File: src/core/ccd_pkg.sv
// Shared constants and types for the serial control channel ends
`default_nettype none
package ccd_pkg;
	// Timing
	localparam int CLK_NS      = 8;
	localparam int FRAME_NS    = 125000;
	localparam int FRAME_BITS  = 32;
	localparam int BIT_CYC     = FRAME_NS / (CLK_NS * FRAME_BITS);
	localparam int BYTE_BITS   = 8;
	localparam int DATA_FIRST  = 1;
	// Recommended fast adaptation spans, in frames
	localparam int FAST_FRAMES_160 = 240;
	localparam int FAST_FRAMES_80  = 480;
	localparam int FAST_W          = 9;
	// Common byte fields
	localparam int SEL0_BIT = 0;
	localparam int SEL1_BIT = 1;
	// line_control fields
	localparam int DIAG_CLEAR_N_BIT = 2;
	localparam int LINE_RATE_BIT    = 3;
	localparam int SIG_IN_BEARER_BIT = 4;
	localparam int SCRAMBLER_BIT    = 5;
	localparam int FAST_ADAPT_BIT   = 6;
	localparam int TX_HK_BIT        = 7;
	// diagnostic_control fields
	localparam int LOOP_LO_BIT      = 2;
	localparam int LOOP_HI_BIT      = 3;
	localparam int RESYNC_LOSS_BIT  = 4;
	localparam int POLY_EXCH_BIT    = 5;
	localparam int LINE_MUTE_BIT    = 6;
	// Select codes, as {bit1, bit0}
	localparam logic [1:0] SEL_CTRL = 2'h0;
	localparam logic [1:0] SEL_DIAG = 2'h2;
	// Loopback codes, as {bit3, bit2}
	localparam logic [1:0] LB_NONE = 2'h0;
	localparam logic [1:0] LB_SYS  = 2'h2;
	localparam logic [1:0] LB_LINE = 2'h1;
	localparam logic [1:0] LB_FAR  = 2'h3;
	// Default modes
	localparam logic [7:0] DEF_MASK  = 8'hF0;
	localparam logic [7:0] DEF1_VAL  = 8'h00;
	localparam logic [7:0] DEF2_VAL  = 8'h08; // Only the rate bit set: 160 kbit/s
	localparam logic [7:0] ALL_ONES  = 8'hFF;
	localparam logic [7:0] CTRL_RST  = 8'h00;
	localparam logic [7:0] DIAG_RST  = 8'h00;
	// Receive and transmit sequencing
	typedef enum logic [1:0] {
		CCD_RX_WAIT  = 2'h1,
		CCD_RX_SHIFT = 2'h2
	} ccd_rx_e;
	typedef enum logic [2:0] {
		CCD_TX_PULSE = 3'h1,
		CCD_TX_DATA  = 3'h2,
		CCD_TX_GAP   = 3'h4
	} ccd_tx_e;
endpackage
`default_nettype wire

File: src/core/ccd_if.sv
// Serial control channel wires between controller and device
`default_nettype none
interface ccd_if;
	logic bit_clk;        // Bit clock, data stable at its rise
	logic frame_pulse;    // High for the first bit slot of a frame
	logic ctrl_serial_in; // Control byte, bit 0 first
	modport ctl (output bit_clk, output frame_pulse, output ctrl_serial_in);
	modport dev (input bit_clk, input frame_pulse, input ctrl_serial_in);
endinterface
`default_nettype wire

File: src/core/ccd_device.sv
// Device end: control byte decode, control and diagnostic registers
`default_nettype none
module ccd_device (
	input  wire logic       core_clk,           // System clock
	input  wire logic       resetn,             // Async reset, active low
	ccd_if.dev              link,               // Serial control channel
	output logic            line_rate_sel,      // 1 selects 160 kbit/s
	output logic            sig_chan_in_bearer, // Signalling byte in first bearer slot
	output logic            scrambler_tx_en,    // Transmit prescrambler on
	output logic            scrambler_rx_en,    // Receive deprescrambler on
	output logic            fast_adapt,         // Fast echo canceller adaptation
	output logic            tx_housekeeping_bit, // Housekeeping bit to send
	output logic            force_resync_loss,  // Force receiver out of sync
	output logic            poly_exchange,      // Swap scrambler polynomials
	output logic            line_out_mute,      // Line output held at bias
	output logic [1:0]      loop_sel,           // Active loopback code
	input  wire logic [7:0] sig_byte,           // Signalling byte of this frame
	input  wire logic [7:0] b1_byte,            // First bearer byte of this frame
	output logic [7:0]      tx_b1_byte,         // Byte sent in first bearer slot
	output logic [1:0]      tx_sig_bits,        // Bits sent in signalling positions
	input  wire logic       bearer_serial_in,   // System bearer input bit
	input  wire logic       rx_bearer_bit,      // Bearer bit received from line
	input  wire logic       line_tx_bit,        // Transmit bit toward the line
	input  wire logic       line_rx_bit,        // Receive bit from the line
	output logic            bearer_serial_out,  // System bearer output bit
	output logic            bearer_core_in,     // Bearer bit into transmit path
	output logic            line_rx_core,       // Receive bit into receive path
	output logic            line_drive_out      // Line driver data, low when muted
);
	typedef struct packed {
		logic [1:0]      bclk_s;
		logic [1:0]      fp_s;
		logic [1:0]      dat_s;
		logic            bclk_prev;
		ccd_pkg::ccd_rx_e st;
		logic [2:0]      cnt;
		logic [7:0]      shreg;
		logic [7:0]      ctrl;
		logic [7:0]      diag;
		logic [7:0]      tx_b1;
		logic [1:0]      tx_sig;
		logic            bso;
		logic            bci;
		logic            lrc;
		logic            ldo;
	} ccd_dev_s;

	ccd_dev_s state_q;
	ccd_dev_s state_d;

	// Upper nibble all ones means a default mode
	function automatic logic is_default(input logic [7:0] b);
		is_default = (b & ccd_pkg::DEF_MASK) == ccd_pkg::DEF_MASK;
	endfunction

	// Preset control value chosen by bit 3
	function automatic logic [7:0] default_val(input logic [7:0] b);
		default_val = b[ccd_pkg::LINE_RATE_BIT] ? ccd_pkg::DEF2_VAL : ccd_pkg::DEF1_VAL;
	endfunction

	// Next state
	always_comb begin
		logic       rise;
		logic [7:0] b;
		logic [1:0] sel;
		logic [1:0] lb;
		rise = 1'b0;
		b = 8'h00;
		sel = 2'h0;
		lb = 2'h0;
		state_d = state_q;
		// Two-stage synchronisers on the link pins
		// Only the second stage is read; the first may be metastable
		state_d.bclk_s = {state_q.bclk_s[0], link.bit_clk};
		state_d.fp_s = {state_q.fp_s[0], link.frame_pulse};
		state_d.dat_s = {state_q.dat_s[0], link.ctrl_serial_in};
		state_d.bclk_prev = state_q.bclk_s[1];
		rise = state_q.bclk_s[1] & ~state_q.bclk_prev;
		b = {state_q.dat_s[1], state_q.shreg[7:1]};
		sel = {b[ccd_pkg::SEL1_BIT], b[ccd_pkg::SEL0_BIT]};
		if (rise) begin
			// A frame pulse restarts the byte even if one was cut short
			if (state_q.fp_s[1]) begin
				state_d.st = ccd_pkg::CCD_RX_SHIFT;
				state_d.cnt = 3'h0;
				// Pulse-time clear; a byte later in the frame survives it
				if (!state_q.ctrl[ccd_pkg::DIAG_CLEAR_N_BIT]) begin
					state_d.diag = ccd_pkg::DIAG_RST;
				end
			end else begin
				unique case (state_q.st)
					ccd_pkg::CCD_RX_WAIT: begin
						state_d.st = ccd_pkg::CCD_RX_WAIT;
					end
					ccd_pkg::CCD_RX_SHIFT: begin
						state_d.shreg = b;
						state_d.cnt = state_q.cnt + 3'h1;
						if (state_q.cnt == 3'(ccd_pkg::BYTE_BITS - 1)) begin
							state_d.st = ccd_pkg::CCD_RX_WAIT;
							// Route the completed byte
							// Static high reads as all ones with select 11
							// Other bytes with select codes 01 and 11 fall through and are dropped
							if (b == ccd_pkg::ALL_ONES) begin
								state_d.ctrl = ccd_pkg::DEF2_VAL;
							end else if (sel == ccd_pkg::SEL_CTRL) begin
								if (is_default(b)) begin
									state_d.ctrl = default_val(b);
								end else begin
									state_d.ctrl = b;
								end
							end else if (sel == ccd_pkg::SEL_DIAG) begin
								if (is_default(b)) begin
									state_d.ctrl = default_val(b);
									state_d.diag = ccd_pkg::DIAG_RST;
								end else begin
									state_d.diag = b;
								end
							end
						end
					end
					default: begin
						state_d.st = ccd_pkg::CCD_RX_WAIT;
					end
				endcase
			end
		end
		// Signalling placement by rate and in-bearer mode
		// Outputs lag their inputs by one clock
		if (state_q.ctrl[ccd_pkg::SIG_IN_BEARER_BIT]) begin
			state_d.tx_b1 = sig_byte;
			state_d.tx_sig = 2'h0;
		end else begin
			state_d.tx_b1 = b1_byte;
			if (state_q.ctrl[ccd_pkg::LINE_RATE_BIT]) begin
				state_d.tx_sig = sig_byte[1:0];
			end else begin
				state_d.tx_sig = {1'b0, sig_byte[0]};
			end
		end
		// Loopback paths
		// Each code swaps one source in; code 00 keeps every normal path
		lb = {state_q.diag[ccd_pkg::LOOP_HI_BIT], state_q.diag[ccd_pkg::LOOP_LO_BIT]};
		state_d.bso = (lb == ccd_pkg::LB_SYS) ? bearer_serial_in : rx_bearer_bit;
		state_d.lrc = (lb == ccd_pkg::LB_LINE) ? line_tx_bit : line_rx_bit;
		state_d.bci = (lb == ccd_pkg::LB_FAR) ? rx_bearer_bit : bearer_serial_in;
		state_d.ldo = state_q.diag[ccd_pkg::LINE_MUTE_BIT] ? 1'b0 : line_tx_bit;
	end

	// State register
	// Reset leaves 80 kbit/s and a diag register cleared every frame
	always_ff @(posedge core_clk or negedge resetn) begin
		if (!resetn) begin
			state_q <= '{
				bclk_s: 2'h0, fp_s: 2'h0, dat_s: 2'h0, bclk_prev: 1'b0,
				st: ccd_pkg::CCD_RX_WAIT, cnt: 3'h0, shreg: 8'h00,
				ctrl: ccd_pkg::CTRL_RST, diag: ccd_pkg::DIAG_RST,
				tx_b1: 8'h00, tx_sig: 2'h0, bso: 1'b0, bci: 1'b0, lrc: 1'b0, ldo: 1'b0
			};
		end else begin
			state_q <= state_d;
		end
	end

	// Register fields onto the block controls
	// Both scrambler enables share one bit so they never part
	assign line_rate_sel = state_q.ctrl[ccd_pkg::LINE_RATE_BIT];
	assign sig_chan_in_bearer = state_q.ctrl[ccd_pkg::SIG_IN_BEARER_BIT];
	assign scrambler_tx_en = state_q.ctrl[ccd_pkg::SCRAMBLER_BIT];
	assign scrambler_rx_en = state_q.ctrl[ccd_pkg::SCRAMBLER_BIT];
	assign fast_adapt = state_q.ctrl[ccd_pkg::FAST_ADAPT_BIT];
	assign tx_housekeeping_bit = state_q.ctrl[ccd_pkg::TX_HK_BIT];
	assign force_resync_loss = state_q.diag[ccd_pkg::RESYNC_LOSS_BIT];
	assign poly_exchange = state_q.diag[ccd_pkg::POLY_EXCH_BIT];
	assign line_out_mute = state_q.diag[ccd_pkg::LINE_MUTE_BIT];
	assign loop_sel = {state_q.diag[ccd_pkg::LOOP_HI_BIT], state_q.diag[ccd_pkg::LOOP_LO_BIT]};

	// Data path outputs
	// All taken straight from flops, no logic after the register
	assign tx_b1_byte = state_q.tx_b1;
	assign tx_sig_bits = state_q.tx_sig;
	assign bearer_serial_out = state_q.bso;
	assign bearer_core_in = state_q.bci;
	assign line_rx_core = state_q.lrc;
	assign line_drive_out = state_q.ldo;
endmodule
`default_nettype wire

File: src/flat_wrapper.sv
// flat-port wrapper written by rule: the top's interface ports become plain ports
module ccd_device_flat 
  (core_clk, resetn, line_rate_sel, sig_chan_in_bearer, scrambler_tx_en, scrambler_rx_en, fast_adapt, tx_housekeeping_bit, force_resync_loss, poly_exchange, line_out_mute, loop_sel, sig_byte, b1_byte, tx_b1_byte, tx_sig_bits, bearer_serial_in, rx_bearer_bit, line_tx_bit, line_rx_bit, bearer_serial_out, bearer_core_in, line_rx_core, line_drive_out, link_bit_clk, link_frame_pulse, link_ctrl_serial_in);
  ccd_if link_i ();
  input  wire logic core_clk;
  input  wire logic resetn;
  output logic line_rate_sel;
  output logic sig_chan_in_bearer;
  output logic scrambler_tx_en;
  output logic scrambler_rx_en;
  output logic fast_adapt;
  output logic tx_housekeeping_bit;
  output logic force_resync_loss;
  output logic poly_exchange;
  output logic line_out_mute;
  output logic [1:0] loop_sel;
  input  wire logic [7:0] sig_byte;
  input  wire logic [7:0] b1_byte;
  output logic [7:0] tx_b1_byte;
  output logic [1:0] tx_sig_bits;
  input  wire logic bearer_serial_in;
  input  wire logic rx_bearer_bit;
  input  wire logic line_tx_bit;
  input  wire logic line_rx_bit;
  output logic bearer_serial_out;
  output logic bearer_core_in;
  output logic line_rx_core;
  output logic line_drive_out;
  input wire logic [$bits(link_i.bit_clk)-1:0] link_bit_clk;
  input wire logic [$bits(link_i.frame_pulse)-1:0] link_frame_pulse;
  input wire logic [$bits(link_i.ctrl_serial_in)-1:0] link_ctrl_serial_in;
  assign link_i.bit_clk = link_bit_clk;
  assign link_i.frame_pulse = link_frame_pulse;
  assign link_i.ctrl_serial_in = link_ctrl_serial_in;
  ccd_device u_core (.core_clk(core_clk), .resetn(resetn), .link(link_i), .line_rate_sel(line_rate_sel), .sig_chan_in_bearer(sig_chan_in_bearer), .scrambler_tx_en(scrambler_tx_en), .scrambler_rx_en(scrambler_rx_en), .fast_adapt(fast_adapt), .tx_housekeeping_bit(tx_housekeeping_bit), .force_resync_loss(force_resync_loss), .poly_exchange(poly_exchange), .line_out_mute(line_out_mute), .loop_sel(loop_sel), .sig_byte(sig_byte), .b1_byte(b1_byte), .tx_b1_byte(tx_b1_byte), .tx_sig_bits(tx_sig_bits), .bearer_serial_in(bearer_serial_in), .rx_bearer_bit(rx_bearer_bit), .line_tx_bit(line_tx_bit), .line_rx_bit(line_rx_bit), .bearer_serial_out(bearer_serial_out), .bearer_core_in(bearer_core_in), .line_rx_core(line_rx_core), .line_drive_out(line_drive_out));
endmodule
File: config.mk
export PLATFORM = sky130hd
export DESIGN_NAME = ccd_device_flat
export DESIGN_NICKNAME = d
export VERILOG_FILES = /design/src/core/ccd_pkg.sv /design/src/core/ccd_if.sv /design/src/core/ccd_device.sv /design/src/flat_wrapper.sv
export SDC_FILE = /design/constraint.sdc
export NUM_CORES = 1
export LEC_CHECK = 0
export BUFFER_PORTS_ARGS = -buffer_cell sky130_fd_sc_hd__buf_2
export CORE_MARGIN = 2
export CORE_UTILIZATION = 36
export DETAILED_ROUTE_END_ITERATION = 8
export GPL_TIMING_DRIVEN = 0
export HOLD_SLACK_MARGIN = 0.12
export PLACE_DENSITY = 0.68
export SLEW_MARGIN = 25
export SYNTH_ARGS = -nofsm -noshare
export SYNTH_HDL_FRONTEND = slang
export SYNTH_SLANG_ARGS = --single-unit
File: constraint.sdc
create_clock -name core_clk -period 2.6 [get_ports core_clk]
set_clock_uncertainty 0.15 [all_clocks]
set_input_delay 0.13 -clock core_clk [delete_from_list [all_inputs] [get_ports core_clk]]
set_output_delay 0.13 -clock core_clk [all_outputs]
set_load 0.02 [all_outputs]
==> results.json <==
{
  "clock_sink_count": 44,
  "design_power_total_mw": 1.42,
  "cts_htree_levels": 2,
  "design.die.area_sq_mm": 0.00557,
  "setup_tns_ns": 0,
  "synth.yosys.warnings": 0,
  "max-vdd-ir-drop_mv": 0.318,
  "drive_above_1_share_pct": 37.7,
  "grt_antenna_before_repair": 0,
  "synth.avg_cell_area_sq_um": 12.2,
  "layout-area-overhead-vs-synth_pct": 38.9,
  "dpl_cell_area_sq_mm": 0.00213,
  "floorplan.initialDensity_pct": 37.8,
  "final_antenna_net_count": 0,
  "worstPathRequired_ns": 2.63,
  "worst_r2r_path_depth": 3,
  "drv.max_cap_violation_count": 0,
  "post_cts_resize_count": 0,
  "maxSlewHeadroom_pct": 53.8,
  "clock_latency_ns": 0.29,
  "route.vias.total": 1316,
  "gp_congestion": 0.771,
  "pin_count_of_the_biggest_net_entering_global_routing": 45,
  "cts-hold-fix-buffers": 27,
  "sum_of_routed_wire_length_over_all_layers_um": 3610,
  "clockRootBuffer": "sky130_fd_sc_hd__clkbuf_8",
  "setup_viol": 0,
  "critical_path.startpoint": "u_core.sig_chan_in_bearer$_DFFE_PN0P_",
  "final_core_util_pct": 52.5,
  "route.detailed.vias_per_inst": 4.42,
  "final_max_slew_viol_count": 0,
  "synth_cell_type_count": 26,
  "reg2reg_to": "u_core.tx_b1_byte[3]$_DFF_PN0_",
  "timing_hold_violations_final": 0,
  "max_freq_ghz": 0.489,
  "timing.critical_path.from_type": "register",
  "rows": 25,
  "commonest_cells_after_routing_fill_and_taps_aside": "sky130_fd_sc_hd__buf_2, sky130_fd_sc_hd__dfrtp_1, sky130_fd_sc_hd__nand2_1",
  "dieWidth_um": 74.6,
  "synth_ff_type": "sky130_fd_sc_hd__dfrtp_1",
  "grt_remaining_overflow": 0,
  "worstSetupEndpointType": "register",
  "cts_tree": "built",
  "dr.pass1.iters": 4,
  "crit_fanout": 10,
  "dieHeight_um": 74.6,
  "clk_transition_reported_paths_ns": 0.09,
  "cellPowerDensity_mw_per_mm2": 567,
  "netlist_instances": 147,
  "async_reset_ff_share_pct": 100,
  "number_of_synthesized_flops_with_an_enable_pin": 0,
  "synth_fp_nets": 174,
  "final_common_cell": "sky130_fd_sc_hd__buf_2",
  "synth.ff_latch_count": 44,
  "setup.reg_to_reg.worst_slack_ns": 0.55,
  "final.period_utilization_pct": 78.7,
  "numCtsBuffers": 5,
  "grt_first_pass_wirelength_um": 6000,
  "critPathKind": "register to register",
  "synth.cell_area_sq_mm": 0.00180,
  "n_antenna_cell": 0,
  "cts_max_path_buffers": 2,
  "detailedRoute.firstIterationViolations": 84,
  "place.detailed.hpwl_um": 2200,
  "routedWlPerCell_um": 12.1,
  "timing_worst_slew_pin_value_ns": 0.693,
  "yosysSeqAreaShare_pct": 61.4,
  "post_cts_buffers": 0,
  "fillers": 444,
  "io-pin-count": 50,
  "leakage_nw": 1.25,
  "arr_time_crit_path_ns": 2.08,
  "setup_repair_after_global_routing_missed_its_margin": "false",
  "r2r-start": "u_core.sig_chan_in_bearer$_DFFE_PN0P_",
  "setup.worst_path.end": "u_core.tx_b1_byte[3]$_DFF_PN0_",
  "global_route.usage.total_pct": 14.1,
  "min_path_type": "register to register",
  "core_sq_mm": 0.00475,
  "layout.nets": 257,
  "grt_pass1_vias": 1306,
  "remaining_drc_errors": 0,
  "status": "finished clean",
  "port_buffers": 49,
  "area_of_all_placed_cells_without_fillers_sq_mm": 0.00250,
  "final.min_clock_period_ns": 2.05
}
## where the power goes
part	switching, mW	internal [mW]	total [mW]
sequential	0.0509	0.742	0.793
clock	0.231	0.215	0.446
combinational	0.0818	0.0941	0.176
## cell families after synthesis
family                     share of synthesized area, %
buffers and inverters                              6.89
and+or+nand+nor                                    14.9
DFF                                                61.4
muxes                                              7.73
AOI/OAI and AO/OA                                  7.73
adders and majority gates                          1.39
## critical path, stage by stage (launching register included)
cell and delay, ns:
sky130_fd_sc_hd__dfrtp_1 0.37, sky130_fd_sc_hd__clkbuf_1 0.44, sky130_fd_sc_hd__mux2_2 0.41, sky130_fd_sc_hd__dlygate4sd3_1 0.56
## through the flow
| stage | setup WS (ns) | hold slack (ns) | instances |
|---|---|---|---|
| after CTS | 0.546 | 0.204 | 298 |
| final | 0.554 | 0.201 | 298 |
| after floorplan | 0.749 | -0.316 | 147 |
| after detailed placement | 0.557 | 0.0905 | 263 |
| after global routing | 0.407 | 0.207 | 298 |
| after global placement | 0.588 | 0.0877 | 263 |
## layer usage
layer	routed length (um)	global-route usage [%]	part of all wire [%]
met5	0	0	0
met4	29	4.96	0.80
met3	151	3.88	4.2
met2	1880	24.2	52
met1	1550	17.1	43
## flip-flops by register name (all words and copies together) (netlist names), 2 cells and up
name                flops
u_core.loop_sel         2
u_core.state_d          4
u_core.state_q         16
u_core.tx_b1_byte       8
u_core.tx_sig_bits      2
## cells in the mapped netlist (2+ instances only)
master | instances | area (sq um)
sky130_fd_sc_hd__buf_4 | 14 | 105
sky130_fd_sc_hd__dfrtp_1 | 43 | 1080
sky130_fd_sc_hd__nor2b_1 | 7 | 43.8
sky130_fd_sc_hd__clkbuf_1 | 2 | 7.51
sky130_fd_sc_hd__a22o_1 | 8 | 70.1
sky130_fd_sc_hd__o21ai_0 | 8 | 40.0
sky130_fd_sc_hd__ha_1 | 2 | 25.0
sky130_fd_sc_hd__a21oi_1 | 2 | 10.0
sky130_fd_sc_hd__mux2_2 | 11 | 124
sky130_fd_sc_hd__nand2_1 | 34 | 128
## worst min path at each step
stage	startpoint	end	slack [ns]	cells past startpoint
floorplan	resetn	u_core.bearer_core_in$_DFF_PN0_	-0.32	0
CTS	u_core.state_d[45]$_DFF_PN0_	u_core.state_q[45]$_DFF_PN0_	0.20	0
global route	u_core.state_d[45]$_DFF_PN0_	u_core.state_q[45]$_DFF_PN0_	0.21	0
detailed placement	link_ctrl_serial_in	u_core.state_d[45]$_DFF_PN0_	0.09	1
global placement	link_bit_clk	u_core.state_d[49]$_DFF_PN0_	0.09	1
finish	u_core.state_d[47]$_DFF_PN0_	u_core.state_q[47]$_DFF_PN0_	0.20	0
## final cells by class
class	instances	area, sq um	share of cell area (%)
Tap cell	67	83.8	3.36
Buffer	17	124	4.96
Sequential cell	44	1100	44.2
Clock buffer	6	82.6	3.31
Multi-Input combinational cell	86	571	22.9
Timing Repair Buffer	76	518	20.8
Clock inverter	2	15.0	0.602
No activity file was read; power rests on OpenSTA's default activity.
